### config.mk
export PLATFORM = sky130hd
export DESIGN_NAME = dcr_dma_channel_control_regs
export DESIGN_NICKNAME = d
export VERILOG_FILES = /design/src/rtl/dcr_pkg.sv /design/src/rtl/dcr_dma_channel_control_regs.sv
export SDC_FILE = /design/constraint.sdc
export NUM_CORES = 1
export LEC_CHECK = 0
export ABC_AREA = 1
export BUFFER_PORTS_ARGS = -buffer_cell sky130_fd_sc_hd__buf_4
export CORE_ASPECT_RATIO = 1.25
export CORE_MARGIN = 4
export CORE_UTILIZATION = 50
export CTS_BUF_LIST = sky130_fd_sc_hd__clkbuf_8
export DETAILED_ROUTE_END_ITERATION = 8
export PLACE_DENSITY = 0.87
export REMOVE_ABC_BUFFERS = 1
export SYNTH_ARGS = -nofsm -noshare
export SYNTH_HDL_FRONTEND = slang
export SYNTH_SLANG_ARGS = --single-unit
### constraint.sdc
create_clock -name mclk -period 2.2 [get_ports mclk]
set_input_delay 0.22 -clock mclk [delete_from_list [all_inputs] [get_ports mclk]]
set_output_delay 0.22 -clock mclk [all_outputs]
set_load 0.01 [all_outputs]
### src/rtl/dcr_pkg.sv
package dcr_pkg;
    // Channel count and register widths
    localparam int unsigned NUM_CHAN = 5;
    localparam int unsigned SFR_W = 8;
    // Register offsets on the special function register bus
    localparam logic [7:0] OFS_IRQ_FLAGS = 8'hd1;
    localparam logic [7:0] OFS_SHARED_CFG_LOW = 8'hd2;
    localparam logic [7:0] OFS_SHARED_CFG_HIGH = 8'hd3;
    localparam logic [7:0] OFS_CHAN0_CFG_LOW = 8'hd4;
    localparam logic [7:0] OFS_CHAN0_CFG_HIGH = 8'hd5;
    localparam logic [7:0] OFS_ARM_ABORT = 8'hd6;
    localparam logic [7:0] OFS_MANUAL_TRIGGER = 8'hd7;
    // Field positions
    localparam int unsigned ABORT_BIT = 7;
    localparam int unsigned CHAN_LSB = 0;
    // Reset values
    localparam logic [4:0] ARM_RESET = 5'h00;
    localparam logic [4:0] TRIG_RESET = 5'h00;
    localparam logic [4:0] IRQ_RESET = 5'h00;
    localparam logic [15:0] CFG_ADDR_RESET = 16'h0000;
    // Size of one configuration record in memory
    localparam logic [15:0] CFG_RECORD_BYTES = 16'h0008;
    // Channel priority codes
    typedef enum logic [1:0] {
        PRIO_LOW = 2'h0,
        PRIO_NORMAL = 2'h1,
        PRIO_HIGH = 2'h2,
        PRIO_RSVD = 2'h3
    } dcr_prio_e;
    // One access on the special function register bus
    typedef struct packed {
        logic [7:0] addr;
        logic wr;
        logic rd;
        logic [7:0] wdata;
    } dcr_sfr_req_s;
    // Per-channel status from the data mover
    typedef struct packed {
        logic [4:0] grant;
        logic [4:0] count_done;
        logic [4:0] repeat_mode;
        logic [4:0] done_irq_enable;
    } dcr_eng_stat_s;
    // Whole state of the control block
    typedef struct packed {
        logic [4:0] channel_armed;
        logic [4:0] manual_trigger_bit;
        logic [4:0] count_done_flag;
        logic [15:0] chan0_cfg_pointer;
        logic [15:0] shared_cfg_pointer;
        logic [4:0] abort_pulse;
        logic normal_turn;
        logic [7:0] rdata;
    } dcr_state_s;
endpackage

### src/rtl/dcr_dma_channel_control_regs.sv
`timescale 1ns/10ps
module dcr_dma_channel_control_regs
    import dcr_pkg::*;
#(
    parameter int unsigned CHANNELS = NUM_CHAN
)
(
    input wire logic mclk, // System clock, 100 MHz
    input wire logic resetn, // Asynchronous reset, active low
    input wire dcr_sfr_req_s sfr_req, // Register bus access
    output logic [7:0] sfr_rdata, // Read data, one cycle after rd
    input wire dcr_eng_stat_s eng_stat, // Status from data mover
    input wire logic [4:0] trigger_event, // Trigger pulses per channel
    input wire logic [1:0] active_priority, // Priority of channel asking for bus
    input wire logic dma_bus_req, // Data mover wants the memory bus
    input wire logic cpu_bus_req, // Processor wants the memory bus
    output logic dma_bus_win, // Data mover gets the memory bus
    output logic [4:0] xfer_request, // Armed and triggered, per channel
    output logic [4:0] channel_armed, // Arm bits
    output logic [4:0] manual_trigger_bit, // Manual trigger bits
    output logic [4:0] abort_pulse, // Stop ongoing transfer, one cycle
    output logic [4:0] count_done_flag, // Interrupt flags
    output logic dma_irq, // Any flag pending
    output logic [15:0] chan0_cfg_pointer, // Channel 0 record address
    output logic [79:0] cfg_fetch_addr // Record address per channel, 16 bits each
);

    // Register map is hard-wired for five channels, so refuse any other count
    if (CHANNELS != NUM_CHAN)
    begin : g_bad_channels
        $error("Only five channels are supported");
    end

    dcr_state_s st_reg;
    dcr_state_s st_next;
    logic wr_arm;
    logic wr_trig;
    logic wr_irq;

    // Address decode for one register
    function automatic logic hit(input dcr_sfr_req_s r, input logic [7:0] ofs);
        hit = r.wr && (r.addr == ofs);
    endfunction

    // Record address of channel n, n from 1 to 4
    function automatic logic [15:0] rec_addr(input logic [15:0] base, input logic [2:0] n);
        logic [15:0] idx;
        idx = {13'h0000, n - 3'h1};
        rec_addr = 16'(base + idx * CFG_RECORD_BYTES);
    endfunction

    assign wr_arm = hit(sfr_req, OFS_ARM_ABORT);
    assign wr_trig = hit(sfr_req, OFS_MANUAL_TRIGGER);
    assign wr_irq = hit(sfr_req, OFS_IRQ_FLAGS);

    // Next-state logic for the whole block
    always_comb
    begin
        logic [4:0] sel;
        logic [4:0] flag_set;
        sel = sfr_req.wdata[4:0];
        flag_set = eng_stat.count_done & eng_stat.done_irq_enable;
        st_next = st_reg;
        st_next.abort_pulse = 5'h00;

        // Arm bits: count reached disarms unless in repeat mode, a software write lands last so its set wins
        st_next.channel_armed = st_reg.channel_armed
            & ~(eng_stat.count_done & ~eng_stat.repeat_mode);
        if (wr_arm)
        begin
            if (sfr_req.wdata[ABORT_BIT])
            begin
                st_next.channel_armed = st_next.channel_armed & ~sel;
                st_next.abort_pulse = sel;
            end
            else
            begin
                st_next.channel_armed = sel;
            end
        end

        // Manual trigger: write 1 sets, grant clears, set wins the same cycle
        st_next.manual_trigger_bit = st_reg.manual_trigger_bit & ~eng_stat.grant;
        if (wr_trig)
        begin
            st_next.manual_trigger_bit = st_next.manual_trigger_bit | sel;
        end

        // Flags: a write of 0 clears, hardware set wins over the clear
        st_next.count_done_flag = st_reg.count_done_flag;
        if (wr_irq)
        begin
            st_next.count_done_flag = st_reg.count_done_flag & sel;
        end
        st_next.count_done_flag = st_next.count_done_flag | flag_set;

        // Pointer byte registers
        if (hit(sfr_req, OFS_CHAN0_CFG_LOW))
        begin
            st_next.chan0_cfg_pointer[7:0] = sfr_req.wdata;
        end
        if (hit(sfr_req, OFS_CHAN0_CFG_HIGH))
        begin
            st_next.chan0_cfg_pointer[15:8] = sfr_req.wdata;
        end
        if (hit(sfr_req, OFS_SHARED_CFG_LOW))
        begin
            st_next.shared_cfg_pointer[7:0] = sfr_req.wdata;
        end
        if (hit(sfr_req, OFS_SHARED_CFG_HIGH))
        begin
            st_next.shared_cfg_pointer[15:8] = sfr_req.wdata;
        end

        // Normal priority: after a loss the next contest is won
        if (dma_bus_req && cpu_bus_req && active_priority == PRIO_NORMAL)
        begin
            st_next.normal_turn = ~st_reg.normal_turn;
        end

        // Read data; abort and unused bits answer zero
        st_next.rdata = 8'h00;
        if (sfr_req.rd)
        begin
            case (sfr_req.addr)
                OFS_IRQ_FLAGS: st_next.rdata = {3'h0, st_reg.count_done_flag};
                OFS_SHARED_CFG_LOW: st_next.rdata = st_reg.shared_cfg_pointer[7:0];
                OFS_SHARED_CFG_HIGH: st_next.rdata = st_reg.shared_cfg_pointer[15:8];
                OFS_CHAN0_CFG_LOW: st_next.rdata = st_reg.chan0_cfg_pointer[7:0];
                OFS_CHAN0_CFG_HIGH: st_next.rdata = st_reg.chan0_cfg_pointer[15:8];
                OFS_ARM_ABORT: st_next.rdata = {3'h0, st_reg.channel_armed};
                OFS_MANUAL_TRIGGER: st_next.rdata = {3'h0, st_reg.manual_trigger_bit};
                default: st_next.rdata = 8'h00;
            endcase
        end
    end

    // State register
    always_ff @(posedge mclk or negedge resetn)
    begin
        if (!resetn)
        begin
            st_reg <= '{channel_armed: ARM_RESET, manual_trigger_bit: TRIG_RESET,
                        count_done_flag: IRQ_RESET, chan0_cfg_pointer: CFG_ADDR_RESET,
                        shared_cfg_pointer: CFG_ADDR_RESET, abort_pulse: 5'h00,
                        normal_turn: 1'b0, rdata: 8'h00};
        end
        else
        begin
            st_reg <= st_next;
        end
    end

    // Bus arbitration against the processor; reserved code behaves as low
    always_comb
    begin
        case (active_priority)
            PRIO_HIGH: dma_bus_win = dma_bus_req;
            PRIO_NORMAL: dma_bus_win = dma_bus_req && (!cpu_bus_req || st_reg.normal_turn);
            default: dma_bus_win = dma_bus_req && !cpu_bus_req;
        endcase
    end

    // Transfers are gated by the arm bit; an abort cycle blocks them too
    assign xfer_request = st_reg.channel_armed & ~st_reg.abort_pulse
        & (trigger_event | st_reg.manual_trigger_bit);

    assign sfr_rdata = st_reg.rdata;
    assign channel_armed = st_reg.channel_armed;
    assign manual_trigger_bit = st_reg.manual_trigger_bit;
    assign abort_pulse = st_reg.abort_pulse;
    assign count_done_flag = st_reg.count_done_flag;
    assign dma_irq = |st_reg.count_done_flag;
    assign chan0_cfg_pointer = st_reg.chan0_cfg_pointer;

    // Record addresses; one adder per channel 1 to 4 trades area for zero latency
    assign cfg_fetch_addr[15:0] = st_reg.chan0_cfg_pointer;
    for (genvar g = 1; g < NUM_CHAN; g++)
    begin : g_rec
        assign cfg_fetch_addr[g*16 +: 16] = rec_addr(st_reg.shared_cfg_pointer, 3'(g));
    end

    property p_abort;
        @(posedge mclk) disable iff (!resetn)
        (wr_arm && sfr_req.wdata[ABORT_BIT]) |=>
            ((channel_armed & $past(sfr_req.wdata[4:0])) == 5'h00)
            && (abort_pulse == $past(sfr_req.wdata[4:0]));
    endproperty
    a_abort: assert property (p_abort) else $error("abort did not disarm");

    // Unarmed and not armed by this write: no request may appear next cycle
    property p_gate;
        @(posedge mclk) disable iff (!resetn)
        (!channel_armed[2] && !(wr_arm && !sfr_req.wdata[ABORT_BIT] && sfr_req.wdata[2]))
            |=> !xfer_request[2];
    endproperty
    a_gate: assert property (p_gate) else $error("transfer on unarmed channel");

    property p_autoclr;
        @(posedge mclk) disable iff (!resetn)
        (eng_stat.count_done[0] && !eng_stat.repeat_mode[0] && !wr_arm) |=> !channel_armed[0];
    endproperty
    a_autoclr: assert property (p_autoclr) else $error("arm not cleared at count");

    property p_trig;
        @(posedge mclk) disable iff (!resetn)
        (wr_trig && sfr_req.wdata[2]) |=> manual_trigger_bit[2]
            && (!channel_armed[2] || xfer_request[2] || abort_pulse[2]);
    endproperty
    a_trig: assert property (p_trig) else $error("manual trigger lost");

    property p_grant;
        @(posedge mclk) disable iff (!resetn)
        (eng_stat.grant[1] && !(wr_trig && sfr_req.wdata[1])) |=> !manual_trigger_bit[1];
    endproperty
    a_grant: assert property (p_grant) else $error("trigger not cleared on grant");

    property p_ptr0;
        @(posedge mclk) disable iff (!resetn)
        hit(sfr_req, OFS_CHAN0_CFG_HIGH) |=> chan0_cfg_pointer[15:8] == $past(sfr_req.wdata);
    endproperty
    a_ptr0: assert property (p_ptr0) else $error("channel 0 pointer wrong");

    property p_rec;
        @(posedge mclk) disable iff (!resetn)
        cfg_fetch_addr[79:64] == 16'(st_reg.shared_cfg_pointer + 16'h0018);
    endproperty
    a_rec: assert property (p_rec) else $error("channel 4 record address wrong");

    property p_flag;
        @(posedge mclk) disable iff (!resetn)
        (eng_stat.count_done[3] && eng_stat.done_irq_enable[3]) |=> count_done_flag[3] && dma_irq;
    endproperty
    a_flag: assert property (p_flag) else $error("flag not set at count");

    property p_clr;
        @(posedge mclk) disable iff (!resetn)
        (wr_irq && count_done_flag[0] && sfr_req.wdata[0]) |=> count_done_flag[0];
    endproperty
    a_clr: assert property (p_clr) else $error("write of 1 changed flag");

    property p_mask;
        @(posedge mclk) disable iff (!resetn)
        (!count_done_flag[0] && !eng_stat.done_irq_enable[0]) |=> !count_done_flag[0];
    endproperty
    a_mask: assert property (p_mask) else $error("masked channel raised flag");

    property p_prio;
        @(posedge mclk) disable iff (!resetn)
        (dma_bus_req && cpu_bus_req && active_priority == PRIO_NORMAL && !dma_bus_win)
            ##1 (dma_bus_req && cpu_bus_req && active_priority == PRIO_NORMAL) |-> dma_bus_win;
    endproperty
    a_prio: assert property (p_prio) else $error("normal priority lost twice");

    property p_rd;
        @(posedge mclk) disable iff (!resetn)
        (sfr_req.rd && sfr_req.addr == OFS_ARM_ABORT) |=> sfr_rdata[7:5] == 3'h0;
    endproperty
    a_rd: assert property (p_rd) else $error("abort bit read nonzero");

endmodule

Word level (Yosys, flattened, before mapping)
Cells that the tools add are included. W data, S select, Z words.

Bits in registers: 61. Bits of input ports: 49. Output and inout port bits: 131. Logic and storage cells: 62.

Add/subtract/negate cells: 3. Equality and inequality tests: 9. Multiplexer cells: 9. Bitwise logic cells: 17. Reductions and logical operators: 14.

Operator list (number): $eq A8 B8 Y1 const B (7); $pmux W8 S7 (1); $and A5 B5 Y5 (8); $add A16 B5 Y16 const B (2); $mux W5 (6); $not A5 Y5 (5); $add A16 B4 Y16 const B (1); $or A5 B5 Y5 (3); $logic_and A1 B1 Y1 (11); $mux W8 (1); $reduce_or A5 Y1 (1); $eq A2 B1 Y1 const B (1); $eq A2 B2 Y1 const B (1); $pmux W1 S2 (1); $logic_not A1 Y1 (1); $logic_or A1 B1 Y1 (1); $not A1 Y1 (1).

Depth between registers and ports, before layout
Gate-level depths: netlist of the first run.

Depth in word-level cells: 7. Mapped depth: 8. Gate-level depth less buffers: 8.

Worst setup path before layout of the first run
No wires, ideal clock.

Kind: register to output. Start point: register st_reg[17] in the netlist's numbering. End point: output port cfg_fetch_addr[77]. Arrival: 1.608 ns. Data required time: 1.980 ns. Slack: 0.372 ns. Stages on the path, launching flop included: 8. Buffers on the path: 1. Cells stage by stage: dfrtp_1 buf_2 inv_1 ha_1 or2_1 nor2_1 nand2_1 xor2_1.

Cells in the longest elaborated chain, start to end: 1.

RTL lines: start, declared (RTL line dcr_dma_channel_control_regs.sv:34) `dcr_state_s st_reg;`; start signal, assigned (RTL line dcr_dma_channel_control_regs.sv:143) `st_reg <= '{channel_armed: ARM_RESET, manual_trigger_bit: TRIG_RESET,`; start signal, assigned (RTL line dcr_dma_channel_control_regs.sv:150) `st_reg <= st_next;`; $add A16 B5 Y16 (RTL line dcr_dma_channel_control_regs.sv:49) `rec_addr = 16'(base + idx * CFG_RECORD_BYTES);`; end, declared (RTL line dcr_dma_channel_control_regs.sv:25) `output logic [79:0] cfg_fetch_addr`.

Every way passes these cells.

Worst setup path after layout of the first run
Start point: register st_reg[18] in the netlist's numbering. End point: output port cfg_fetch_addr[77].

Same word-level chain as after synthesis.

==> metrics.cfg, run 1 <==
[yosys]
synth.distinct_cells=31
yosysMostFrequentCell=nand2_1
yosys_warnings=0
muxShareOfSynthArea_pct=0
synthCells=550
ys_ff_latch=61
synth_ff_type=dfrtp_1
syn_area_um2=4290
synth_top_family_by_area=simple AND/OR/NAND/NOR gates
synth.largest_area_cell=dfrtp_1
synthSimpleGateAreaFrac_pct=26.6
synthArstFlopShare_pct=100
synth_top_area_share_pct=35.6
synth_top_cells_by_count=nand2_1 (105), buf_4 (91), dfrtp_1 (61), inv_1 (48), nor2_1 (47)
synth_area_leaders=dfrtp_1 (36%), buf_4 (16%), nand2_1 (9.2%)
syn-mean-instance-area_um2=7.80
synth-xor-area-share_pct=6.13
synth_fa_ha_area_share_pct=1.17
seq_area_frac_synth_pct=35.6
synth_edf_count=0
synth_compound_area_share_pct=8.35

[finish]
nFillCells=710
final_cell_area_um2=5230
layout-drive-gt1-share_pct=36.8
largest_register_ff_count=17
register_area_um2=1530
layout.nets=698
fin_cells=746
postLayoutCoreUtil_pct=63.2
syn_to_final_growth_pct=22.1
multiInputGateArea_um2=1830
n_antenna_cell=0

[setup_path]
cp.required_ns=1.98
crit_path_max_fanout=7
r2r_slack_ns=1.15
endpoint_kind=output port
reg2reg_depth=4
critPathLaunchType=flop
cp.arrival_ns=1.91
r2r-end=sfr_rdata[5]$_DFF_PN0_
path_class=flop to output port
regToRegStartpoint=st_reg[27]$_DFFE_PN0P_

[detailed_routing]
viasPerCell=5.26
drc=0
vias=3922
routed_wl_um=12100
firstDrtPassIters=5
dr.first_iter.drc_count=221
wl_per_cell_um=16.2
antenna_left=0

[floorplanning]
initial_utilization_pct=51.7
dieWidth_um=90.8
core_um2=8290
pin_count=180
rows=37
die_height_um=112
dieArea_um2=10100

[sta]
period_needed_ns=2.13
fin_skew_ns=0.00588
min_period_over_period_pct=96.9
hold_viol=0
worst_slack_ns=0.0672
hold_slack_ns=0.0308
setup_viol=0
final_max_slew_viol_count=0
tightest_slew_ns=0.770
max_freq_mhz=469
relSlewSlack_pct=48.6
tns_ns=0

[clock_network]
ctsHtreeMaxLevel=3
post_cts_buffers=0
clkLatencyLatePin_ns=0.34
cts_root_buf=clkbuf_8
path_clk_slew_ns=0.07
cts_tree=yes
clockBufferDepth=2
clock-sinks=61
cts_made_buffers=9

[grt]
top_usage_layer=met2
overflow=0
antenna_found_initial=0
grt_pass1_wl_um=19100
grt_pass1_vias=3992
grt_util_met3_pct=4.80
grt_max_degree=62
grt_use_total_pct=23.4
met1_usage_pct=25.4
grtUsageMet2_pct=42.3

[placement]
placed_cell_area_um2=5030
routabilityCongestion=0.950
dp_hpwl_um=9550
dp.cells=730
io_buffers=179
place_worst_setup_slack_ns=0.330

[flow_run]
max_cap_viol_count=0

[power_and_ir_drop]
ir_drop_mv=0.357
power_mw=2.83
powerDensity_nw_per_um2=541
p_leak_nw=2.74

[run_status]
status=complete, no violations

[min_path]
whs_endpoint=manual_trigger_bit[1]$_DFF_PN0_
hp-class=input pin to flop
hold_start=eng_stat[16]
hold_path_depth=2

==> cell usage in the layout, fill, tap and decap left out, drive strengths merged, types with 10 or more instances in the layout <==
cell type	synthesis	final
dfrtp	61	61
nand2	114	114
o21a	10	10
nor2	62	62
nand3	45	45
clkbuf	0	10
xor2	28	28
o21ai	40	40
nor3	15	15
buf	100	183
inv	52	52
==> power by group <==
| group | switching, mW | leakage (nW) | internal, mW |
|---|---|---|---|
| combinational | 0.384 | 1.91 | 0.338 |
| sequential | 0.0690 | 0.751 | 1.18 |
| clock | 0.439 | 0.0877 | 0.424 |
| total | 0.892 | 2.74 | 1.94 |
==> area by class of cell <==
class                      count  share of cell area, %
multi-input combinational    336                   35.0
clock buffer                  10                   2.63
sequential                    61                   29.2
timing repair buffer         184                   26.4
inverter                      53                   3.80
clock inverter                 5                  0.526
tap                           97                   2.32
==> per-layer routing <==
metal | part of all wire [%] | routed length, µm
met3 | 7.4 | 890
met5 | 0 | 0
met1 | 36 | 4310
met2 | 54 | 6490
met4 | 3.4 | 408
==> how the worst max path moves through the flow <==
stage | start | endpoint | slack (ns) | cells past startpoint
global placement | st_reg[18]$_DFFE_PN0P_ | cfg_fetch_addr[77] | 0.42 | 7
global route | st_reg[19]$_DFFE_PN0P_ | cfg_fetch_addr[44] | -0.002 | 6
finish | st_reg[18]$_DFFE_PN0P_ | cfg_fetch_addr[77] | 0.07 | 7
detailed placement | st_reg[18]$_DFFE_PN0P_ | cfg_fetch_addr[77] | 0.33 | 7
floorplan | st_reg[17]$_DFFE_PN0P_ | cfg_fetch_addr[77] | 0.18 | 6
CTS | st_reg[19]$_DFFE_PN0P_ | cfg_fetch_addr[44] | 0.008 | 6
==> logic make-up after synthesis <==
family | count (synthesis)
DFF | 61
adders and majority gates | 4
buffers and inverters | 153
xor gates and xnor gates | 30
AOI/OAI and AO/OA | 64
and+or+nand+nor | 238
==> what timing repair did <==
action / in CTS / in global routing
hold buffers: 1 / 0
endpoints found under the hold margin: 61 / 0
resized for setup: 1 / 9
gates cloned: 0 / 0
endpoints found under the setup margin: 1 / 7
pin swaps: 0 / 0
==> worst max-delay path, stage by stage (launching register included) <==
cell and delay (ns):
dfrtp_2 0.43, inv_1 0.11, ha_1 0.23, or2_4 0.30, nor2_2 0.12, nand2_1 0.08
xor2_1 0.16, buf_4 0.16
Note: power is estimated with default switching activity, not from simulation.
==> run 2: changes to the inputs <==
Settings changed: CAP_MARGIN set to 20, CORE_UTILIZATION 50 to 40, PLACE_DENSITY 0.87 to 0.73.
==> run 2 against run 1 <==
Net effect: first-iteration DRC count decreased by 9.0%; critical path depth decreased by 1; hold slack got worse by 0.0084 ns; final cell count increased by 5.4%; largest cell class unchanged; maximum frequency increased by 2.3%; core utilization decreased by 13 points; register-to-register slack about the same; sequential share of layout area decreased by 0.47 points; final area increased by 1.6%; total power increased by 4.2%; setup slack improved by 0.047 ns; global-route usage decreased by 3.8 points.
==> metrics.cfg, run 2 (same netlist as run 1, synthesis figures left out) <==
[run_status]
status=complete, no violations

[finish]
largest_register_ff_count=17
register_area_um2=1530
mostFrequentLayoutCells=buf_4 (187), nand2_1 (105), dfrtp_1 (58)
nFillCells=1052
multiInputGateArea_um2=1820
n_antenna_cell=0
final_common_cell=buf_4
layout-drive-gt1-share_pct=37.0
syn_to_final_growth_pct=24.1
layout.nets=702
fin_cells=786

[power_and_ir_drop]
powerDensity_nw_per_um2=554
power_mw=2.95
ir_drop_mv=0.263
p_leak_nw=2.78

[setup_path]
cp.required_ns=1.98
path_class=flop to output port
crit_path_max_fanout=7
r2r_slack_ns=1.15
critPathLaunchType=flop
r2r-end=sfr_rdata[5]$_DFF_PN0_
endpoint_kind=output port
reg2reg_depth=4
slowest_stage=dfrtp_2
regToRegStartpoint=st_reg[27]$_DFFE_PN0P_
path_cells=inv_2, ha_1, or2_4, nor3_1, xor2_1, buf_4
cp.arrival_ns=1.87
crit_path_max_incr_delay_ns=0.43

[grt]
overflow=0
grt_max_degree=62
met1_usage_pct=23.0
top_usage_layer=met2
grt_use_total_pct=19.6
grt_util_met3_pct=4.82
grt_pass1_vias=3729
grt_pass1_wl_um=18800
antenna_found_initial=0
grtUsageMet2_pct=34.1

[detailed_routing]
wl_per_cell_um=15.7
viasPerCell=4.87
firstDrtPassIters=5
antenna_left=0
dr.first_iter.drc_count=201
drc=0
vias=3828
routed_wl_um=12300

[sta]
period_needed_ns=2.09
setup_viol=0
tightest_slew_ns=0.775
tns_ns=0
relSlewSlack_pct=48.3
min_period_over_period_pct=94.8
max_freq_mhz=479
fin_skew_ns=0.00598
hold_slack_ns=0.0224
final_max_slew_viol_count=0
rsz0062_at_grt=no
hold_viol=0

[floorplanning]
initial_utilization_pct=40.6
dieWidth_um=101
core_um2=10600
die_height_um=124
rows=42
dieArea_um2=12500
pin_count=180

[min_path]
hp-class=input pin to flop
hold_path_depth=2
whs_endpoint=manual_trigger_bit[1]$_DFF_PN0_
hold_start=eng_stat[16]

[clock_network]
path_clk_slew_ns=0.07
cts_tree=yes
cts_made_buffers=9
clock-sinks=61
clockBufferDepth=2
ctsHtreeMaxLevel=3
cts_root_buf=clkbuf_8
clkLatencyLatePin_ns=0.35

[placement]
routabilityCongestion=0.898
io_buffers=179
dp.cells=766
dp_hpwl_um=9740

[flow_run]
max_cap_viol_count=0

[run 2: changes by cell type in the layout (fill, tap and decap cells not counted), sizes merged]
cell and delta:
buf +4, bufinv +1, inv +1, clkinvlp -1
[run 2: critical path, delay by kind of cell (launching register included)]
kind / cells / cell delay, ns
fa+ha+maj: 1 / 0.22
flops: 1 / 0.43
xor+xnor: 1 / 0.17
buf+inv: 2 / 0.22
simple gates: 2 / 0.49
[run 2: how the worst max path moves through the flow]
stage	from	endpoint	slack, ns	cells past startpoint
after global routing	st_reg[25]$_DFFE_PN0P_	cfg_fetch_addr[47]	0.02	6
after global placement	st_reg[18]$_DFFE_PN0P_	cfg_fetch_addr[77]	0.41	7
final	st_reg[18]$_DFFE_PN0P_	cfg_fetch_addr[75]	0.11	6
after detailed placement	st_reg[18]$_DFFE_PN0P_	cfg_fetch_addr[77]	0.28	7
after CTS	st_reg[19]$_DFFE_PN0P_	cfg_fetch_addr[40]	0.006	7
after floorplan	st_reg[17]$_DFFE_PN0P_	cfg_fetch_addr[77]	0.18	6
[run 2: repair_timing]
action | 4_1_cts | 5_1_grt
hold buffers | 1 | 0
pin swaps | 0 | 0
resized for setup | 3 | 5
setup endpoints to repair | 7 | 8
hold endpoints to repair | 61 | 0
setup buffers | 0 | 3
[run 2: metal layers]
layer	part of all wire (%)	wire length, µm	up-vias
li1	-	-	1858
met1	38	4680	1793
met2	53	6480	155
met3	7.0	866	22
met4	2.4	299	0
met5	0	0	-
[run 2: layout make-up]
class / instances / area share, %
multi-input cells: 336 / 34.2
inverters: 53 / 3.74
clock buffers: 10 / 2.59
clock inverters: 6 / 1.01
repair buffers: 188 / 26.6
well taps: 132 / 3.10
flip-flops and latches: 61 / 28.8
[run 2: report_power, final]
group          internal, mW  switching, mW
sequential             1.18         0.0706
combinational         0.343          0.379
clock                 0.541          0.440
total                  2.06          0.889
[run 2: stage by stage]
stage               instance area [µm²]  utilization (%)  setup WS [ns]
global placement                   5080             48.1          0.413
floorplan                          3530                -          0.181
finish                             5320             50.4          0.114
CTS                                5290             50.1        0.00570
global route                       5320             50.4         0.0158
detailed placement                 5080             48.1          0.282
